--- src/hw/split_timer_map.svh ---
// Purpose: Register addresses, field positions and reset values of the split timer.
// Assumes: Byte-wide special-function-register bus, one timer instance.
// Notes: Definitions only; included by bare name.
`ifndef SPLIT_TIMER_MAP_SVH
`define SPLIT_TIMER_MAP_SVH

// ==========================================================================
// Register addresses
`define TIMER_CONTROL_ADDR 8'hC8
`define TIMER_CLOCK_SELECT_ADDR 8'hC9
`define LOW_RELOAD_ADDR 8'hCA
`define HIGH_RELOAD_ADDR 8'hCB
`define LOW_COUNT_ADDR 8'hCC
`define HIGH_COUNT_ADDR 8'hCD

// ==========================================================================
// Control register fields
`define HIGH_HALF_FLAG_BIT 7
`define LOW_HALF_FLAG_BIT 6
`define LOW_HALF_IRQ_ENABLE_BIT 5
`define SPLIT_ENABLE_BIT 4
`define HIGH_CAPTURE_ENABLE_BIT 3
`define LOW_CAPTURE_ENABLE_BIT 2
`define HIGH_HALF_RUN_BIT 1
`define LOW_HALF_RUN_BIT 0

// ==========================================================================
// Clock select fields, two bits each
`define SECOND_LOW_CLOCK_SELECT_POS 0
`define SECOND_HIGH_CLOCK_SELECT_POS 2
`define THIRD_LOW_CLOCK_SELECT_POS 4
`define THIRD_HIGH_CLOCK_SELECT_POS 6

// ==========================================================================
// Reset values and timing
`define TIMER_CONTROL_RESET 8'h00
`define TIMER_CLOCK_SELECT_RESET 8'h00
`define SYS_DIVIDE_RATIO 12
`define SYS_DIVIDE_LAST 4'hB

`endif

--- src/hw/split_timer_pkg.sv ---
// Purpose: Shared types of the split timer.
// Assumes: Encodings follow the clock select and edge fields.
// Notes: Never imported; referenced with the package scope.
package split_timer_pkg;

   // ==========================================================================
   // Count clock sources of one half
   typedef enum logic [1:0] {
      CLK_SYS,
      CLK_SYS_DIV12,
      CLK_RTC_TICK,
      CLK_RTC_PULSE
   } clk_src_t;

   // ==========================================================================
   // Capture edge programming of the external line
   typedef enum logic [1:0] {
      EDGE_RISE,
      EDGE_FALL,
      EDGE_BOTH
   } edge_mode_t;

   // ==========================================================================
   // Top-level state
   typedef struct packed {
      logic pin_meta;
      logic pin_sync;
      logic pin_prev;
      logic [3:0] div_count;
      logic [7:0] control;
      logic [7:0] clock_select;
      logic [7:0] rdata;
      logic irq;
      logic capture_irq;
      logic [3:0] third_select;
   } top_state_t;

endpackage

--- src/hw/half_if.sv ---
// Purpose: Bundle between the timer core and one 8-bit half.
// Assumes: Single clock domain.
// Notes: Strobes are one-cycle pulses.
`timescale 1ns/1ps

interface half_if #(parameter int WIDTH = 8);
   logic tick;
   logic run;
   logic split;
   logic cap_mode;
   logic cap_evt;
   logic count_wr;
   logic reload_wr;
   logic [WIDTH-1:0] wdata;
   logic [WIDTH-1:0] count;
   logic [WIDTH-1:0] reload;
   logic flag_set;

   modport core (output tick, run, split, cap_mode, cap_evt, count_wr, reload_wr, wdata,
                 input count, reload, flag_set);
   modport half (input tick, run, split, cap_mode, cap_evt, count_wr, reload_wr, wdata,
                 output count, reload, flag_set);
endinterface // half_if

--- src/hw/timer_half.sv ---
// Purpose: One 8-bit half: auto-reload timer or free-running capture counter.
// Assumes: Tick is a one-cycle enable already selected by the core.
// Notes: Software count write beats a tick; a capture beats a reload write.
`timescale 1ns/1ps

module timer_half #(
   parameter int WIDTH = 8
) (
   input wire logic clock_in,
   input wire logic rst_n_in,
   half_if.half bus
);

   typedef struct packed {
      logic [WIDTH-1:0] count;
      logic [WIDTH-1:0] reload;
   } half_state_t;

   half_state_t state_reg;
   half_state_t state_next;
   logic counting;
   logic wrap;
   logic capture;

   // ==========================================================================
   // Count, wrap and capture
   always_comb begin
      state_next = state_reg;
      counting = bus.split && bus.run && bus.tick;
      wrap = counting && (state_reg.count == {WIDTH{1'b1}});
      capture = bus.split && bus.cap_mode && bus.cap_evt;
      if (bus.count_wr) begin
         state_next.count = bus.wdata;
      end else if (wrap && !bus.cap_mode) begin
         state_next.count = state_reg.reload;
      end else if (counting) begin
         state_next.count = state_reg.count + 1'b1;
      end
      if (capture) begin
         state_next.reload = state_reg.count;
      end else if (bus.reload_wr) begin
         state_next.reload = bus.wdata;
      end
   end

   // Overflow flags in timer function, capture flags in capture function
   assign bus.flag_set = bus.cap_mode ? capture : wrap;
   assign bus.count = state_reg.count;
   assign bus.reload = state_reg.reload;

   // State register
   always_ff @(posedge clock_in or negedge rst_n_in) begin
      if (!rst_n_in) begin
         state_reg <= '0;
      end else begin
         state_reg <= state_next;
      end
   end

endmodule // timer_half

--- src/hw/split_timer.sv ---
// Purpose: Split-mode pair of 8-bit timer halves with shared capture and interrupt.
// Assumes: rtc_tick_in and rtc_pulse_in are one-cycle strobes on clock_in.
// Notes: Wide 16-bit operation is not built; halves hold while split is clear.
// Operation
// - Split enable runs two independent 8-bit halves
// - Halves share only capture input and interrupt
// - Both capture enables clear: two reload timers
// - Timer half wraps, reloads, sets its flag
// - High timer-half overflow requests an interrupt; low only with its enable
// - Capture half counts freely, wraps without reload
// - Capture copies count byte into reload byte
// - Shared capture sets both flags when both capture enables are set
// - Stopped capture half still captures and flags
// - Mixed capture enables give timer plus capture
// - Only low flag has a local enable
// - Clock select: sys, sys/12, tick, pulse
// - Clock select register holds four 2-bit fields
// - Bit-addressable control register, reset zero
// - Capture halves count on own clocks
// - Capture event also raises external interrupt
// - Request is high flag or enabled low flag
// - Hardware never clears flags; software writes them
// - Capture is programmed edge of external line
// - Run bit enables its own half
`timescale 1ns/1ps
`include "split_timer_map.svh"

module split_timer #(
   parameter int WIDTH = 8
) (
   input wire logic clock_in,
   input wire logic rst_n_in,
   input wire logic [7:0] sfr_addr_in,
   input wire logic sfr_wr_in,
   input wire logic sfr_bit_wr_in,
   input wire logic [2:0] sfr_bit_sel_in,
   input wire logic [7:0] sfr_wdata_in,
   input wire logic sfr_rd_in,
   input wire logic capture_pin_in,
   input wire logic [1:0] capture_edge_in,
   input wire logic rtc_tick_in,
   input wire logic rtc_pulse_in,
   output logic [7:0] sfr_rdata_out,
   output logic timer_irq_out,
   output logic capture_irq_out,
   output logic [3:0] third_clock_select_out
);

   split_timer_pkg::top_state_t state_reg;
   split_timer_pkg::top_state_t state_next;
   logic div_tick;
   logic cap_evt;
   logic [7:0] wr_mask;
   logic [7:0] wr_val;
   logic [1:0] flag_set;

   half_if #(.WIDTH(WIDTH)) hif [2] ();

   // ==========================================================================
   // Count clock selection
   function automatic logic pick_tick(input logic [1:0] sel, input logic div,
                                      input logic tick, input logic pulse);
      logic result;
      result = 1'b0;
      unique case (split_timer_pkg::clk_src_t'(sel))
         split_timer_pkg::CLK_SYS: result = 1'b1;
         split_timer_pkg::CLK_SYS_DIV12: result = div;
         split_timer_pkg::CLK_RTC_TICK: result = tick;
         split_timer_pkg::CLK_RTC_PULSE: result = pulse;
      endcase
      return result;
   endfunction

   // Capture edge detection on the synchronised line
   function automatic logic edge_hit(input logic [1:0] mode, input logic now,
                                     input logic prev);
      logic result;
      result = 1'b0;
      unique case (split_timer_pkg::edge_mode_t'(mode))
         split_timer_pkg::EDGE_RISE: result = now && !prev;
         split_timer_pkg::EDGE_FALL: result = !now && prev;
         split_timer_pkg::EDGE_BOTH: result = now ^ prev;
         default: result = 1'b0;
      endcase
      return result;
   endfunction

   // Divide by twelve strobe and capture event
   assign div_tick = (state_reg.div_count == `SYS_DIVIDE_LAST);
   assign cap_evt = edge_hit(capture_edge_in, state_reg.pin_sync, state_reg.pin_prev);

   // ==========================================================================
   // Halves: index 0 low, index 1 high
   genvar gi;
   generate
      for (gi = 0; gi < 2; gi++) begin : g_half
         localparam int SEL_POS = (gi == 0) ? `SECOND_LOW_CLOCK_SELECT_POS :
                                              `SECOND_HIGH_CLOCK_SELECT_POS;
         localparam int CAP_BIT = (gi == 0) ? `LOW_CAPTURE_ENABLE_BIT :
                                              `HIGH_CAPTURE_ENABLE_BIT;
         localparam int RUN_BIT = (gi == 0) ? `LOW_HALF_RUN_BIT : `HIGH_HALF_RUN_BIT;
         localparam logic [7:0] CNT_ADDR = (gi == 0) ? `LOW_COUNT_ADDR : `HIGH_COUNT_ADDR;
         localparam logic [7:0] RLD_ADDR = (gi == 0) ? `LOW_RELOAD_ADDR : `HIGH_RELOAD_ADDR;

         // Own clock, run and function per half
         assign hif[gi].tick = pick_tick(state_reg.clock_select[SEL_POS +: 2], div_tick,
                                         rtc_tick_in, rtc_pulse_in);
         assign hif[gi].run = state_reg.control[RUN_BIT];
         assign hif[gi].split = state_reg.control[`SPLIT_ENABLE_BIT];
         assign hif[gi].cap_mode = state_reg.control[CAP_BIT];
         assign hif[gi].cap_evt = cap_evt;
         assign hif[gi].count_wr = sfr_wr_in && (sfr_addr_in == CNT_ADDR);
         assign hif[gi].reload_wr = sfr_wr_in && (sfr_addr_in == RLD_ADDR);
         assign hif[gi].wdata = sfr_wdata_in[WIDTH-1:0];
         assign flag_set[gi] = hif[gi].flag_set;

         timer_half #(.WIDTH(WIDTH)) u_half (
            .clock_in(clock_in),
            .rst_n_in(rst_n_in),
            .bus(hif[gi])
         );
      end
   endgenerate

   // ==========================================================================
   // Software write mask for byte and bit writes to control
   always_comb begin
      wr_mask = 8'h00;
      wr_val = sfr_wdata_in;
      if (sfr_wr_in && sfr_addr_in == `TIMER_CONTROL_ADDR) begin
         wr_mask = 8'hFF;
      end else if (sfr_bit_wr_in && sfr_addr_in == `TIMER_CONTROL_ADDR) begin
         wr_mask = 8'h01 << sfr_bit_sel_in;
         wr_val = {8{sfr_wdata_in[0]}};
      end
   end

   // Next state of the core
   always_comb begin
      state_next = state_reg;
      state_next.pin_meta = capture_pin_in;
      state_next.pin_sync = state_reg.pin_meta;
      state_next.pin_prev = state_reg.pin_sync;
      state_next.div_count = div_tick ? 4'h0 : state_reg.div_count + 4'h1;
      // Software writes first, then hardware sets win
      state_next.control = (state_reg.control & ~wr_mask) | (wr_val & wr_mask);
      if (flag_set[0]) begin
         state_next.control[`LOW_HALF_FLAG_BIT] = 1'b1;
      end
      if (flag_set[1]) begin
         state_next.control[`HIGH_HALF_FLAG_BIT] = 1'b1;
      end
      if (sfr_wr_in && sfr_addr_in == `TIMER_CLOCK_SELECT_ADDR) begin
         state_next.clock_select = sfr_wdata_in;
      end
      state_next.third_select = state_next.clock_select[`THIRD_LOW_CLOCK_SELECT_POS +: 4];
      // Single request from both flags
      state_next.irq = state_next.control[`HIGH_HALF_FLAG_BIT] ||
                       (state_next.control[`LOW_HALF_FLAG_BIT] &&
                        state_next.control[`LOW_HALF_IRQ_ENABLE_BIT]);
      state_next.capture_irq = cap_evt;
      if (sfr_rd_in) begin
         unique case (sfr_addr_in)
            `TIMER_CONTROL_ADDR: state_next.rdata = state_reg.control;
            `TIMER_CLOCK_SELECT_ADDR: state_next.rdata = state_reg.clock_select;
            `LOW_RELOAD_ADDR: state_next.rdata = 8'(hif[0].reload);
            `HIGH_RELOAD_ADDR: state_next.rdata = 8'(hif[1].reload);
            `LOW_COUNT_ADDR: state_next.rdata = 8'(hif[0].count);
            `HIGH_COUNT_ADDR: state_next.rdata = 8'(hif[1].count);
            default: state_next.rdata = 8'h00;
         endcase
      end
   end

   // State register
   always_ff @(posedge clock_in or negedge rst_n_in) begin
      if (!rst_n_in) begin
         state_reg <= '{control: `TIMER_CONTROL_RESET,
                        clock_select: `TIMER_CLOCK_SELECT_RESET,
                        default: '0};
      end else begin
         state_reg <= state_next;
      end
   end

   // Outputs straight from flip-flops
   assign sfr_rdata_out = state_reg.rdata;
   assign timer_irq_out = state_reg.irq;
   assign capture_irq_out = state_reg.capture_irq;
   assign third_clock_select_out = state_reg.third_select;

   // ==========================================================================
   // Checks
   logic ctrl_wr;
   assign ctrl_wr = (sfr_wr_in || sfr_bit_wr_in) && sfr_addr_in == `TIMER_CONTROL_ADDR;

   property p_both_capture_flags;
      @(posedge clock_in) disable iff (!rst_n_in)
      (state_reg.control[4] && state_reg.control[3] && state_reg.control[2] && cap_evt)
         |=> (state_reg.control[7] && state_reg.control[6]);
   endproperty
   a_both_capture_flags: assert property (p_both_capture_flags)
      else $error("Shared capture did not set both flags");

   property p_irq_combine;
      @(posedge clock_in) disable iff (!rst_n_in)
      timer_irq_out == (state_reg.control[7] || (state_reg.control[6] && state_reg.control[5]));
   endproperty
   a_irq_combine: assert property (p_irq_combine)
      else $error("Interrupt request does not match flags");

   property p_flag_sticky;
      @(posedge clock_in) disable iff (!rst_n_in)
      (state_reg.control[7] && !ctrl_wr) |=> state_reg.control[7];
   endproperty
   a_flag_sticky: assert property (p_flag_sticky)
      else $error("High flag cleared without a write");

   property p_timer_reload;
      @(posedge clock_in) disable iff (!rst_n_in)
      (state_reg.control[4] && !state_reg.control[2] && hif[0].flag_set && !hif[0].count_wr)
         |=> hif[0].count == $past(hif[0].reload);
   endproperty
   a_timer_reload: assert property (p_timer_reload)
      else $error("Low timer half did not reload on wrap");

   property p_capture_copy;
      @(posedge clock_in) disable iff (!rst_n_in)
      (state_reg.control[4] && state_reg.control[3] && cap_evt)
         |=> hif[1].reload == $past(hif[1].count);
   endproperty
   a_capture_copy: assert property (p_capture_copy)
      else $error("High capture half did not latch its count");

   property p_capture_stopped;
      @(posedge clock_in) disable iff (!rst_n_in)
      (state_reg.control[4] && state_reg.control[2] && !state_reg.control[0] && cap_evt &&
       !hif[0].count_wr)
         |=> state_reg.control[6] && $stable(hif[0].count);
   endproperty
   a_capture_stopped: assert property (p_capture_stopped)
      else $error("Stopped capture half missed its capture");

   property p_timer_hold;
      @(posedge clock_in) disable iff (!rst_n_in)
      (!state_reg.control[2] && !state_reg.control[0] && !hif[0].count_wr)
         |=> $stable(hif[0].count) && !$past(hif[0].flag_set);
   endproperty
   a_timer_hold: assert property (p_timer_hold)
      else $error("Stopped timer half moved or flagged");

   property p_free_wrap;
      @(posedge clock_in) disable iff (!rst_n_in)
      (state_reg.control[4] && state_reg.control[2] && state_reg.control[0] &&
       hif[0].tick && hif[0].count == 8'hFF && !hif[0].count_wr)
         |=> hif[0].count == 8'h00;
   endproperty
   a_free_wrap: assert property (p_free_wrap)
      else $error("Capture half did not wrap to zero");

   property p_div12;
      @(posedge clock_in) disable iff (!rst_n_in)
      div_tick |=> !div_tick [*8] ##1 !div_tick [*3] ##1 div_tick;
   endproperty
   a_div12: assert property (p_div12)
      else $error("System clock divide by twelve strobe off");

   property p_capture_irq;
      @(posedge clock_in) disable iff (!rst_n_in)
      cap_evt |=> capture_irq_out;
   endproperty
   a_capture_irq: assert property (p_capture_irq)
      else $error("Capture event lost its external interrupt pulse");

   property p_high_timer_reload;
      @(posedge clock_in) disable iff (!rst_n_in)
      (state_reg.control[4] && !state_reg.control[3] && hif[1].flag_set && !hif[1].count_wr)
         |=> hif[1].count == $past(hif[1].reload);
   endproperty
   a_high_timer_reload: assert property (p_high_timer_reload)
      else $error("High timer half did not reload");

   property p_low_timer_flag;
      @(posedge clock_in) disable iff (!rst_n_in)
      (state_reg.control[4] && !state_reg.control[2] && state_reg.control[0] &&
       hif[0].tick && hif[0].count == 8'hFF)
         |=> state_reg.control[6];
   endproperty
   a_low_timer_flag: assert property (p_low_timer_flag)
      else $error("Low overflow left flag clear");

   property p_both_timer_high_flag;
      @(posedge clock_in) disable iff (!rst_n_in)
      (state_reg.control[4] && !state_reg.control[3] && !state_reg.control[2] &&
       state_reg.control[1] && hif[1].tick && hif[1].count == 8'hFF)
         |=> state_reg.control[7];
   endproperty
   a_both_timer_high_flag: assert property (p_both_timer_high_flag)
      else $error("High overflow left flag clear");

   property p_high_free_wrap;
      @(posedge clock_in) disable iff (!rst_n_in)
      (state_reg.control[4] && state_reg.control[3] && state_reg.control[1] &&
       hif[1].tick && hif[1].count == 8'hFF && !hif[1].count_wr)
         |=> hif[1].count == 8'h00;
   endproperty
   a_high_free_wrap: assert property (p_high_free_wrap)
      else $error("High capture half did not wrap");

   property p_low_capture_copy;
      @(posedge clock_in) disable iff (!rst_n_in)
      (state_reg.control[4] && state_reg.control[2] && cap_evt)
         |=> hif[0].reload == $past(hif[0].count);
   endproperty
   a_low_capture_copy: assert property (p_low_capture_copy)
      else $error("Low capture half did not latch");

   property p_high_capture_stopped;
      @(posedge clock_in) disable iff (!rst_n_in)
      (state_reg.control[4] && state_reg.control[3] && !state_reg.control[1] && cap_evt &&
       !hif[1].count_wr)
         |=> state_reg.control[7] && $stable(hif[1].count);
   endproperty
   a_high_capture_stopped: assert property (p_high_capture_stopped)
      else $error("Stopped high half missed capture");

   property p_high_timer_hold;
      @(posedge clock_in) disable iff (!rst_n_in)
      (!state_reg.control[3] && !state_reg.control[1] && !hif[1].count_wr)
         |=> $stable(hif[1].count) && !$past(hif[1].flag_set);
   endproperty
   a_high_timer_hold: assert property (p_high_timer_hold)
      else $error("Stopped high timer moved or flagged");

   property p_select_write;
      @(posedge clock_in) disable iff (!rst_n_in)
      (sfr_wr_in && sfr_addr_in == `TIMER_CLOCK_SELECT_ADDR)
         |=> third_clock_select_out == $past(sfr_wdata_in[7:4]);
   endproperty
   a_select_write: assert property (p_select_write)
      else $error("Third select output missed write");

   property p_bit_write;
      @(posedge clock_in) disable iff (!rst_n_in)
      (sfr_bit_wr_in && !sfr_wr_in && sfr_addr_in == `TIMER_CONTROL_ADDR && flag_set == 2'b00)
         |=> state_reg.control[$past(sfr_bit_sel_in)] == $past(sfr_wdata_in[0]);
   endproperty
   a_bit_write: assert property (p_bit_write)
      else $error("Bit write did not land");

endmodule // split_timer

--- config.mk ---
export PLATFORM = sky130hd
export DESIGN_NAME = split_timer
export DESIGN_NICKNAME = d
export VERILOG_FILES = /design/src/hw/split_timer_pkg.sv /design/src/hw/half_if.sv /design/src/hw/timer_half.sv /design/src/hw/split_timer.sv
export VERILOG_INCLUDE_DIRS = /design/src /design/src/hw
export SDC_FILE = /design/constraint.sdc
export NUM_CORES = 1
export LEC_CHECK = 0
export ABC_AREA = 1
export BUFFER_PORTS_ARGS = -buffer_cell sky130_fd_sc_hd__buf_4
export CAP_MARGIN = 20
export CORE_MARGIN = 5
export CORE_UTILIZATION = 50
export CTS_CLUSTER_SIZE = 25
export DETAILED_ROUTE_END_ITERATION = 10
export GPL_ROUTABILITY_DRIVEN = 0
export PLACE_DENSITY = 0.74
export SYNTH_ARGS = -nofsm -noshare
export SYNTH_HDL_FRONTEND = slang
export SYNTH_SLANG_ARGS = --single-unit
export TNS_END_PERCENT = 5
--- constraint.sdc ---
create_clock -name clock_in -period 2.2 [get_ports clock_in]
set_clock_uncertainty 0.05 [all_clocks]
set_input_delay 0.11 -clock clock_in [delete_from_list [all_inputs] [get_ports clock_in]]
set_output_delay 0.11 -clock clock_in [all_outputs]
set_load 0.1 [all_outputs]
==> results of run 1 <==
==> layout make-up <==
| type | instances | share of cell area |
|---|---|---|
| multi-input combinational | 399 | 0.436 |
| sequential | 65 | 0.342 |
| timing repair buffer | 49 | 0.0805 |
| inverter | 93 | 0.0739 |
| clock buffer | 13 | 0.0313 |
| tap | 105 | 0.0276 |
| clock inverter | 3 | 0.00842 |
==> logic make-up after synthesis <==
family                     Yosys count  synth area share
and+or+nand+nor                    299             0.343
buffers and inverters              112             0.115
AOI/OAI and AO/OA                   85             0.118
DFF                                 65             0.389
xor gates and xnor gates            10            0.0209
adders and majority gates            5            0.0150
==> routing by layer <==
metal	GRT usage	share of wire
met1	0.335	0.44
met2	0.362	0.44
met3	0.0393	0.086
met4	0.110	0.037
met5	0	0
==> power by group <==
group | leakage [nW] | total, W | switching [W] | internal (W)
logic | 1.55 | 0.00111 | 0.000713 | 0.000397
registers | 0.816 | 0.00182 | 0.000337 | 0.00148
clock network | 0.0974 | 0.00102 | 0.000470 | 0.000552
==> stage by stage <==
stage | cell area [um2] | total power, W | setup slack, ns | util | std cells
detailed placement | 4510 | 0.00291 | 0.353 | 0.551 | 705
floorplan | 4180 | 0.00250 | 0.571 | - | 576
CTS | 4760 | 0.00394 | 0.318 | 0.582 | 727
global route | 4760 | 0.00418 | 0.190 | 0.582 | 727
finish | 4760 | 0.00395 | 0.319 | 0.582 | 727
global placement | 4510 | 0.00288 | 0.420 | 0.551 | 705
==> worst paths after layout <==
check	to	slack [ns]	cells after the start
min in group asynchronous	async pin	0.34	2
max reg2reg	g_half[0].u_half.bus.reload[1]	0.32	8
min	g_half[1].u_half.bus.reload[4]	0.001	3
max	g_half[0].u_half.bus.reload[1]	0.32	8
max in group asynchronous	g_half[0].u_half.bus.reload[5]	1.20	2
min reg2reg	state_next[34]	0.30	0
==> repair_timing <==
| item | in CTS | in global routing |
|---|---|---|
| hold buffers | 6 | 0 |
| endpoints found under the hold margin | 77 | 0 |
| gates resized for setup | 0 | 0 |
==> synth_stat cells (all sizes together) <==
cell type	n
nand2	182
xor2	10
dfrtp	65
buf	16
clkbuf	3
nand4	3
or2	1
ha	5
o22ai	13
inv	92
o211ai	20
nand3	65
o21ai	47
nand3b	1
clkinv	1
a21oi	5
nor3	9
nor2	38
==> critical path: cells and delay by family, from the launching register on <==
kind                       cells  cell delay, ns
DFF                            1            0.35
adders and majority gates      1            0.29
and+or+nand+nor                4            0.62
buffers and inverters          2            0.32
AOI/OAI and AO/OA              1            0.11
==> flow_summary_export.csv, run 1 <==
group,metric,value,unit
status,status,"finished, final reports clean",
timing,rsz0062_at_grt,"false",
global_routing,number_of_global_route_vias_before_repair,3776,
synth,synth_area_leader_cell,"sky130_fd_sc_hd__dfrtp_1",
clocking,tritoncts_num_sinks,65,
setup_path,timing.critical_path.arrival,2.04,ns
floorplan,core.rowCount,33,
clocking,cts_root_buffer,"sky130_fd_sc_hd__clkbuf_8",
layout,layout_common_cells,"167 x sky130_fd_sc_hd__nand2_1, 78 x sky130_fd_sc_hd__inv_1, 65 x sky130_fd_sc_hd__dfrtp_1, 63 x sky130_fd_sc_hd__nand3_1, 43 x sky130_fd_sc_hd__buf_4",
timing,finalSetupViolations,0,
timing,hold_violations,0,
layout,footprint_of_the_multi_input_gates,0.00208,mm2
detailed_routing,vias,3979,
clocking,cts_max_path_buffers,2,
timing,clock.fmax,0.532,GHz
timing,final.period_utilization,0.855,
global_routing,grt.total_usage,0.239,
synth,synth-seq-cells,65,
detailed_routing,detailedRoute.firstPassIterationCount,7,
timing,period_minus_slack,1.88,ns
synth,synth_top_area_frac,0.389,
layout,fillerInstances,792,
global_routing,antenna_found_initial,0,
detailed_routing,first_iter_violations,310,
clocking,cts_max_level,3,
timing,worst_hold_slack,0.00111,ns
pwr,leakage,2.46,nW
synth,yosys-top-cells-area,"sky130_fd_sc_hd__dfrtp_1 39%, sky130_fd_sc_hd__nand2_1 15%, sky130_fd_sc_hd__nand3_1 7.5%",
setup_path,critPathSlowestCell,"sky130_fd_sc_hd__dfrtp_1",
layout,footprint_of_the_flip_flops_and_latches,0.00163,mm2
clocking,worst_setup_hold_path_clk_slew,0.07,ns
job,max_cap_violations,0,
floorplan,floorplan.die_area,0.0103,mm2
setup_path,start_kind,"flop",
setup_path,cpPeakStageDelay,0.35,ns
detailed_routing,drc_errors,0,
synth,synth_nets,610,
timing,timing_worst_slew_pin_value,0.834,ns
layout,layout.nets,651,
synth,synth_cells,576,
min_path,timing.hold.worst.class,"in -> reg",
clocking,cts_made_buffers,9,
placement,place.detailed.hpwl,8.68,mm
clocking,tritoncts_clock_tree,"built",
setup_path,critical_path_required,2.36,ns
setup_path,timing.critical_path.fanout_max,15,
detailed_routing,post_drt_via_cell_ratio,5.47,
setup_path,worstSetupPathType,"reg -> reg",
layout,fraction_of_final_layout_cells_sized_beyond_drive_strength_1,0.174,
timing,slew_headroom,0.444,
pwr,vdd.ir_drop.worst,402,uV
floorplan,floorplan.io_pins,43,
pwr,power_density,830,mW/mm2
setup_path,crit_start,"state_reg[34]",
floorplan,start_util,0.512,
setup_path,critical_path.endpoint_type,"flop",
placement,buffers_added_on_ports,42,
min_path,hold_path_startpoint,"sfr_wdata_in[4]",
floorplan,core,0.00818,mm2
layout,final_common_cell,"sky130_fd_sc_hd__nand2_1",
floorplan,die_height,101,um
synth,syn_area,0.00418,mm2
detailed_routing,final_antenna_net_count,0,
synth,yosysWarnings,0,
clocking,clk_latency,0.35,ns
detailed_routing,drt_wl_total,11.5,mm
timing,setup_tns,0,ns
clocking,postCtsSetupRepairBufs,0,
floorplan,chipWidth,101,um
setup_path,timing.rr.start,"state_reg[34]",
layout,flow.area_growth_from_synthesis,13.7,%
layout,n_antenna_cell,0,
detailed_routing,route.detailed.wl_per_inst,15.9,um
global_routing,maximum_number_of_pins_on_one_net_before_global_route_repair,66,
global_routing,grt_first_pass_wirelength,18.9,mm
synth,yosysSeqAreaShare,0.389,
synth,yosys.cell_types.count,32,
global_routing,grt_overflow,0,
timing,report.final.slew_viol_count,0,
setup_path,critical_path.cell_chain,"inv_1 > ha_1 > nand2_1 > nand3_1 > nor2_2 > inv_1 > nand3_1 > o211ai_1",
synth,synth.avg_cell_area,7.26,um2
Power figures use the tool's default switching activity.
==> inputs of run 2 (changes only) <==
- REMOVE_ABC_BUFFERS: default -> 1
==> run 2 against run 1 <==
Global-route usage down 0.30 points. Final cell count up 0.14%. Critical path type unchanged. Wire length down 1.2%. Core utilization up 0.90 points. Via count up 0.18%. Combinational power about the same. Worst hold slack better by 0.023 ns.
==> flow_summary_export.csv, run 2 (synthesized netlist as in run 1, its figures left out) <==
group,metric,value,unit
setup_path,critical_path_required,2.40,ns
setup_path,critical_path.endpoint_type,"flop",
layout,final_common_cell,"sky130_fd_sc_hd__nand2_1",
detailed_routing,post_drt_via_cell_ratio,5.48,
placement,place.detailed.hpwl,8.78,mm
setup_path,crit_start,"state_reg[30]",
timing,hold_violations,0,
layout,n_antenna_cell,0,
global_routing,grt_first_pass_wirelength,18.7,mm
clocking,worst_setup_hold_path_clk_slew,0.08,ns
floorplan,core,0.00818,mm2
setup_path,reg2reg_setup_slack,0.30,ns
status,status,"finished, final reports clean",
timing,setup_tns,0,ns
layout,post_layout_nonfiller_instances,728,
setup_path,worstSetupPathType,"reg -> reg",
min_path,timing.hold.worst.class,"in -> reg",
pwr,clock_power_share,0.307,
global_routing,antenna_found_initial,0,
setup_path,worst_r2r_endpoint,"timer_irq_out",
setup_path,critical_path.endpoint,"timer_irq_out",
clocking,tritoncts_num_sinks,65,
timing,final.period_utilization,0.864,
floorplan,core.rowCount,33,
job,max_cap_violations,0,
clocking,tritoncts_clock_tree,"built",
pwr,switchingPower,0.00153,W
pwr,power.combinational.fraction,0.263,
floorplan,floorplan.io_pins,43,
clocking,cts_root_buffer,"sky130_fd_sc_hd__clkbuf_8",
floorplan,die_height,101,um
pwr,power_density,870,mW/mm2
global_routing,number_of_global_route_vias_before_repair,3748,
global_routing,grt_overflow,0,
detailed_routing,detailedRoute.firstPassIterationCount,5,
setup_path,timing.rr.start,"state_reg[30]",
clocking,cts_max_path_buffers,2,
detailed_routing,vias,3986,
layout,layout.nets,652,
global_routing,grt.total_usage,0.236,
timing,period_minus_slack,1.90,ns
clocking,postCtsSetupRepairBufs,0,
layout,postLayoutCoreUtil,0.591,
pwr,sequentialPowerShare,0.430,
timing,clock.fmax,0.526,GHz
setup_path,start_kind,"flop",
clocking,cts_max_level,3,
setup_path,r2r_cells,10,
pwr,sw_frac_of_total,0.365,
setup_path,timing.critical_path.arrival,2.10,ns
timing,rsz0062_at_grt,"false",
pwr,vdd.ir_drop.worst,356,uV
floorplan,floorplan.die_area,0.0103,mm2
pwr,leakage,2.49,nW
layout,layout_common_cells,"167 x sky130_fd_sc_hd__nand2_1, 78 x sky130_fd_sc_hd__inv_1, 65 x sky130_fd_sc_hd__dfrtp_1, 63 x sky130_fd_sc_hd__nand3_1, 43 x sky130_fd_sc_hd__buf_4",
placement,dp.cells,705,
global_routing,maximum_number_of_pins_on_one_net_before_global_route_repair,66,
layout,fraction_of_final_layout_cells_sized_beyond_drive_strength_1,0.178,
placement,buffers_added_on_ports,42,
clocking,cts_made_buffers,9,
timing,worst_hold_slack,0.0240,ns
floorplan,start_util,0.512,
detailed_routing,final_antenna_net_count,0,
timing,finalSetupViolations,0,
clocking,cts_repair_resize_count,0,
layout,flow.area_growth_from_synthesis,15.5,%
detailed_routing,first_iter_violations,332,
floorplan,chipWidth,101,um
detailed_routing,drt_wl_total,11.4,mm
detailed_routing,route.detailed.wl_per_inst,15.7,um
timing,slew_headroom,0.450,
timing,report.final.slew_viol_count,0,
clocking,clk_latency,0.36,ns
pwr,internal-power,0.00267,W
setup_path,timing.critical_path.fanout_max,11,
timing,timing_worst_slew_pin_value,0.824,ns
detailed_routing,drc_errors,0,
[run 2: area by class of cell]
class                           count  area [um2]
Fill cell                         748        3340
Multi-Input combinational cell    399        2080
Sequential cell                    65        1630
Timing Repair Buffer               50         393
Inverter                           93         352
Clock buffer                       10         138
Tap cell                          105         131
Clock inverter                      6         115
[run 2: power by group through the flow]
stage / Combinational [W] / Sequential (W) / Clock, W
floorplan: 0.000736 / 0.00175 / 0
global placement: 0.00105 / 0.00181 / 0
detailed placement: 0.00107 / 0.00181 / 0
CTS: 0.00110 / 0.00179 / 0.00130
global route: 0.00124 / 0.00184 / 0.00135
finish: 0.00110 / 0.00181 / 0.00129
[run 2: how the worst min path moves through the flow]
stage,startpoint,end,cells past startpoint,slack [ns]
2_1_floorplan,rst_n_in,async pin,0,-0.24
3_3_place_gp,capture_pin_in,state_next[35],1,0.17
3_5_place_dp,capture_pin_in,state_next[35],1,0.17
4_1_cts,sfr_wdata_in[7],g_half[1].u_half.bus.reload[7],3,0.009
5_1_grt,sfr_wdata_in[7],g_half[1].u_half.bus.reload[7],3,0.02
6_report,sfr_wdata_in[5],g_half[1].u_half.bus.reload[5],3,0.02
[run 2: worst max-delay path: stages (launching register included)]
cell and delay, ns:
sky130_fd_sc_hd__dfrtp_1 0.42, sky130_fd_sc_hd__ha_1 0.24, sky130_fd_sc_hd__nand3_1 0.13, sky130_fd_sc_hd__nand3_1 0.11, sky130_fd_sc_hd__nand3_1 0.23, sky130_fd_sc_hd__nor2_1 0.09
sky130_fd_sc_hd__buf_4 0.18, sky130_fd_sc_hd__nor2_1 0.12, sky130_fd_sc_hd__nand3_1 0.11, sky130_fd_sc_hd__inv_1 0.07, sky130_fd_sc_hd__nand2_1 0.05
[run 2: routing by layer]
layer / wire, um / vias to the layer above / global-route usage
li1: - / 1928 / -
met4: 505 / 0 / 0.120
met2: 5130 / 181 / 0.361
met5: 0 / - / 0
met3: 932 / 34 / 0.0372
met1: 4840 / 1843 / 0.325
[run 2: repair_timing]
action                                  in CTS  in global routing
endpoints found under the setup margin       0                  0
hold buffers                                 7                  0
hold endpoints to repair                    80                  0
[run 2: through the flow]
| step | cell area, um2 | power (W) | setup slack [ns] |
|---|---|---|---|
| after floorplan | 4050 | 0.00249 | 0.436 |
| after global placement | 4510 | 0.00285 | 0.363 |
| after global routing | 4830 | 0.00442 | 0.143 |
| final | 4830 | 0.00420 | 0.300 |
| after CTS | 4830 | 0.00418 | 0.322 |
| after detailed placement | 4510 | 0.00288 | 0.349 |
==> inputs of run 3 (changes only) <==
- RECOVER_POWER: default -> 25
==> run 3 against run 2 <==
The flow now finishes with violations (max-capacitance violations, max-slew violations). Non-clock buffer count stayed put. Clock power is essentially flat. Cell area fell by 0.91%. Power is 0.35% lower. Sequential share of layout area increased by 0.31 points. Wire length increased by 0.23%. Critical path depth unchanged. Core utilization fell by 0.54 points. Critical path type unchanged. Critical endpoint unchanged. Largest cell class unchanged.
==> flow_summary_export.csv, run 3 (synthesized netlist as in run 1, its figures left out) <==
group,metric,value,unit
timing,final_critical_path_setup_slack,0.302,ns
timing,clock.fmax,0.527,GHz
layout,flow.area_growth_from_synthesis,14.4,%
placement,pre_cts_setup_slack,0.349,ns
detailed_routing,drc_errors,0,
detailed_routing,detailedRoute.firstPassIterationCount,5,
floorplan,core,0.00818,mm2
timing,rsz0062_at_grt,"false",
clocking,cts_max_level,3,
floorplan,die_height,101,um
setup_path,critical-path-top-delay-family,"simple AND/OR/NAND/NOR gates",
min_path,timing.hold.worst.class,"in -> reg",
global_routing,grt_overflow,0,
setup_path,timing.critical_path.buf_inv,2,
global_routing,grt.total_usage,0.236,
detailed_routing,first_iter_violations,322,
setup_path,critical_path_required,2.40,ns
clocking,cts_repair_resize_count,0,
setup_path,timing.critical_path.arrival,2.10,ns
layout,fillerInstances,758,
job,max_cap_violations,1,
clocking,worst_setup_hold_path_clk_slew,0.08,ns
detailed_routing,post_drt_via_cell_ratio,5.49,
global_routing,grt_first_pass_wirelength,18.7,mm
timing,report.final.slew_viol_count,66,
timing,timing_worst_slew_pin_value,1.60,ns
timing,period_minus_slack,1.90,ns
floorplan,start_util,0.512,
floorplan,floorplan.io_pins,43,
setup_path,worstSetupPathType,"reg -> reg",
timing,setup_tns,0,ns
layout,layout.nets,652,
timing,slew_headroom,-0.0638,
detailed_routing,route.detailed.wl_per_inst,15.7,um
clocking,cts_made_buffers,9,
setup_path,critPathSlowestCell,"sky130_fd_sc_hd__dfrtp_1",
status,status,"finished, violations left",
pwr,leakage,2.45,nW
layout,n_antenna_cell,0,
detailed_routing,vias,3996,
timing,final.period_utilization,0.863,
detailed_routing,drt_wl_total,11.4,mm
layout,layout_common_cells,"168 x sky130_fd_sc_hd__nand2_1, 78 x sky130_fd_sc_hd__inv_1, 65 x sky130_fd_sc_hd__dfrtp_1, 63 x sky130_fd_sc_hd__nand3_1, 40 x sky130_fd_sc_hd__buf_4",
setup_path,start_kind,"flop",
status,violations,"max-capacitance violations, max-slew violations",
setup_path,crit_path_frequent_cell,"sky130_fd_sc_hd__nand3_1",
clocking,tritoncts_num_sinks,65,
clocking,cts_root_buffer,"sky130_fd_sc_hd__clkbuf_8",
timing,finalSetupViolations,0,
setup_path,timing.critical_path.fanout_max,11,
pwr,vdd.ir_drop.worst,355,uV
detailed_routing,final_antenna_net_count,0,
clocking,clk_latency,0.36,ns
clocking,tritoncts_clock_tree,"built",
clocking,cts_max_path_buffers,2,
floorplan,chipWidth,101,um
clocking,postCtsSetupRepairBufs,0,
pwr,sum_of_internal_switching_and_leakage_power,0.00419,W
floorplan,core.rowCount,33,
timing,hold_violations,0,
floorplan,floorplan.die_area,0.0103,mm2
layout,final_common_cell,"sky130_fd_sc_hd__nand2_1",
placement,place.detailed.hpwl,8.78,mm
layout,fraction_of_final_layout_cells_sized_beyond_drive_strength_1,0.169,
setup_path,cpPeakStageDelay,0.42,ns
setup_path,reg2reg_setup_slack,0.30,ns
global_routing,number_of_global_route_vias_before_repair,3748,
placement,buffers_added_on_ports,42,
global_routing,maximum_number_of_pins_on_one_net_before_global_route_repair,66,
setup_path,critical_path.cell_chain,"ha_1 > nand3_1 > nand3_1 > nand3_1 > nor2_1 > buf_4 > nor2_1 > nand3_1 > inv_1 > nand2_1",
global_routing,antenna_found_initial,0,
setup_path,critical_path.endpoint_type,"flop",
pwr,power_density,874,mW/mm2
run 3: cell type report:
type,count,area [um2],area share
Clock buffer,10,138,0.0288
Clock inverter,6,115,0.0240
Inverter,93,352,0.0734
Multi-Input combinational cell,399,2040,0.426
Sequential cell,65,1630,0.340
Tap cell,105,131,0.0274
Timing Repair Buffer,50,387,0.0808
run 3: repair_timing:
item	CTS	global route
hold buffers	7	0
hold endpoints to repair	80	0
setup endpoints to repair	0	0
run 3: power by group:
group          switching, W  internal [W]  total [W]
clock              0.000498      0.000787    0.00129
combinational      0.000698      0.000396    0.00109
sequential         0.000327       0.00148    0.00181
total               0.00152       0.00266    0.00419
run 3: worst paths after layout:
kind                                 start                        endpoint  cells past startpoint
setup / recovery             state_reg[30]                   timer_irq_out                     10
hold / removal             sfr_wdata_in[5]  g_half[1].u_half.bus.reload[5]                      3
setup reg to reg             state_reg[30]                   timer_irq_out                     10
hold reg to reg             state_next[35]                  state_next[34]                      0
max in group asynchronous         rst_n_in  g_half[0].u_half.bus.reload[1]                      2
min in group asynchronous         rst_n_in                  state_next[35]                      2
run 3: worst register-to-register path, delay by kind of cell, from the launching register on:
family	cells	cell delay, ns
AND/OR/NAND/NOR	7	0.84
flip-flops	1	0.42
buffers and inverters	2	0.25
adder cells (fa/ha/maj)	1	0.24
run 3: per-layer routing:
| layer | vias to the layer above | track usage | part of all wire |
|---|---|---|---|
| met4 | 0 | 0.120 | 0.042 |
| li1 | 1924 | - | - |
| met3 | 33 | 0.0372 | 0.088 |
| met5 | - | 0 | 0 |
| met1 | 1832 | 0.325 | 0.42 |
| met2 | 207 | 0.361 | 0.45 |
run 3: metrics by stage:
stage / area (um2) / utilization / hold slack, ns / std cells
after floorplan: 4050 / - / -0.236 / 557
after global placement: 4510 / 0.551 / 0.170 / 705
after detailed placement: 4510 / 0.551 / 0.172 / 705
after CTS: 4830 / 0.591 / 0.00863 / 728
after global routing: 4790 / 0.586 / 0.0218 / 728
final: 4790 / 0.586 / 0.0245 / 728
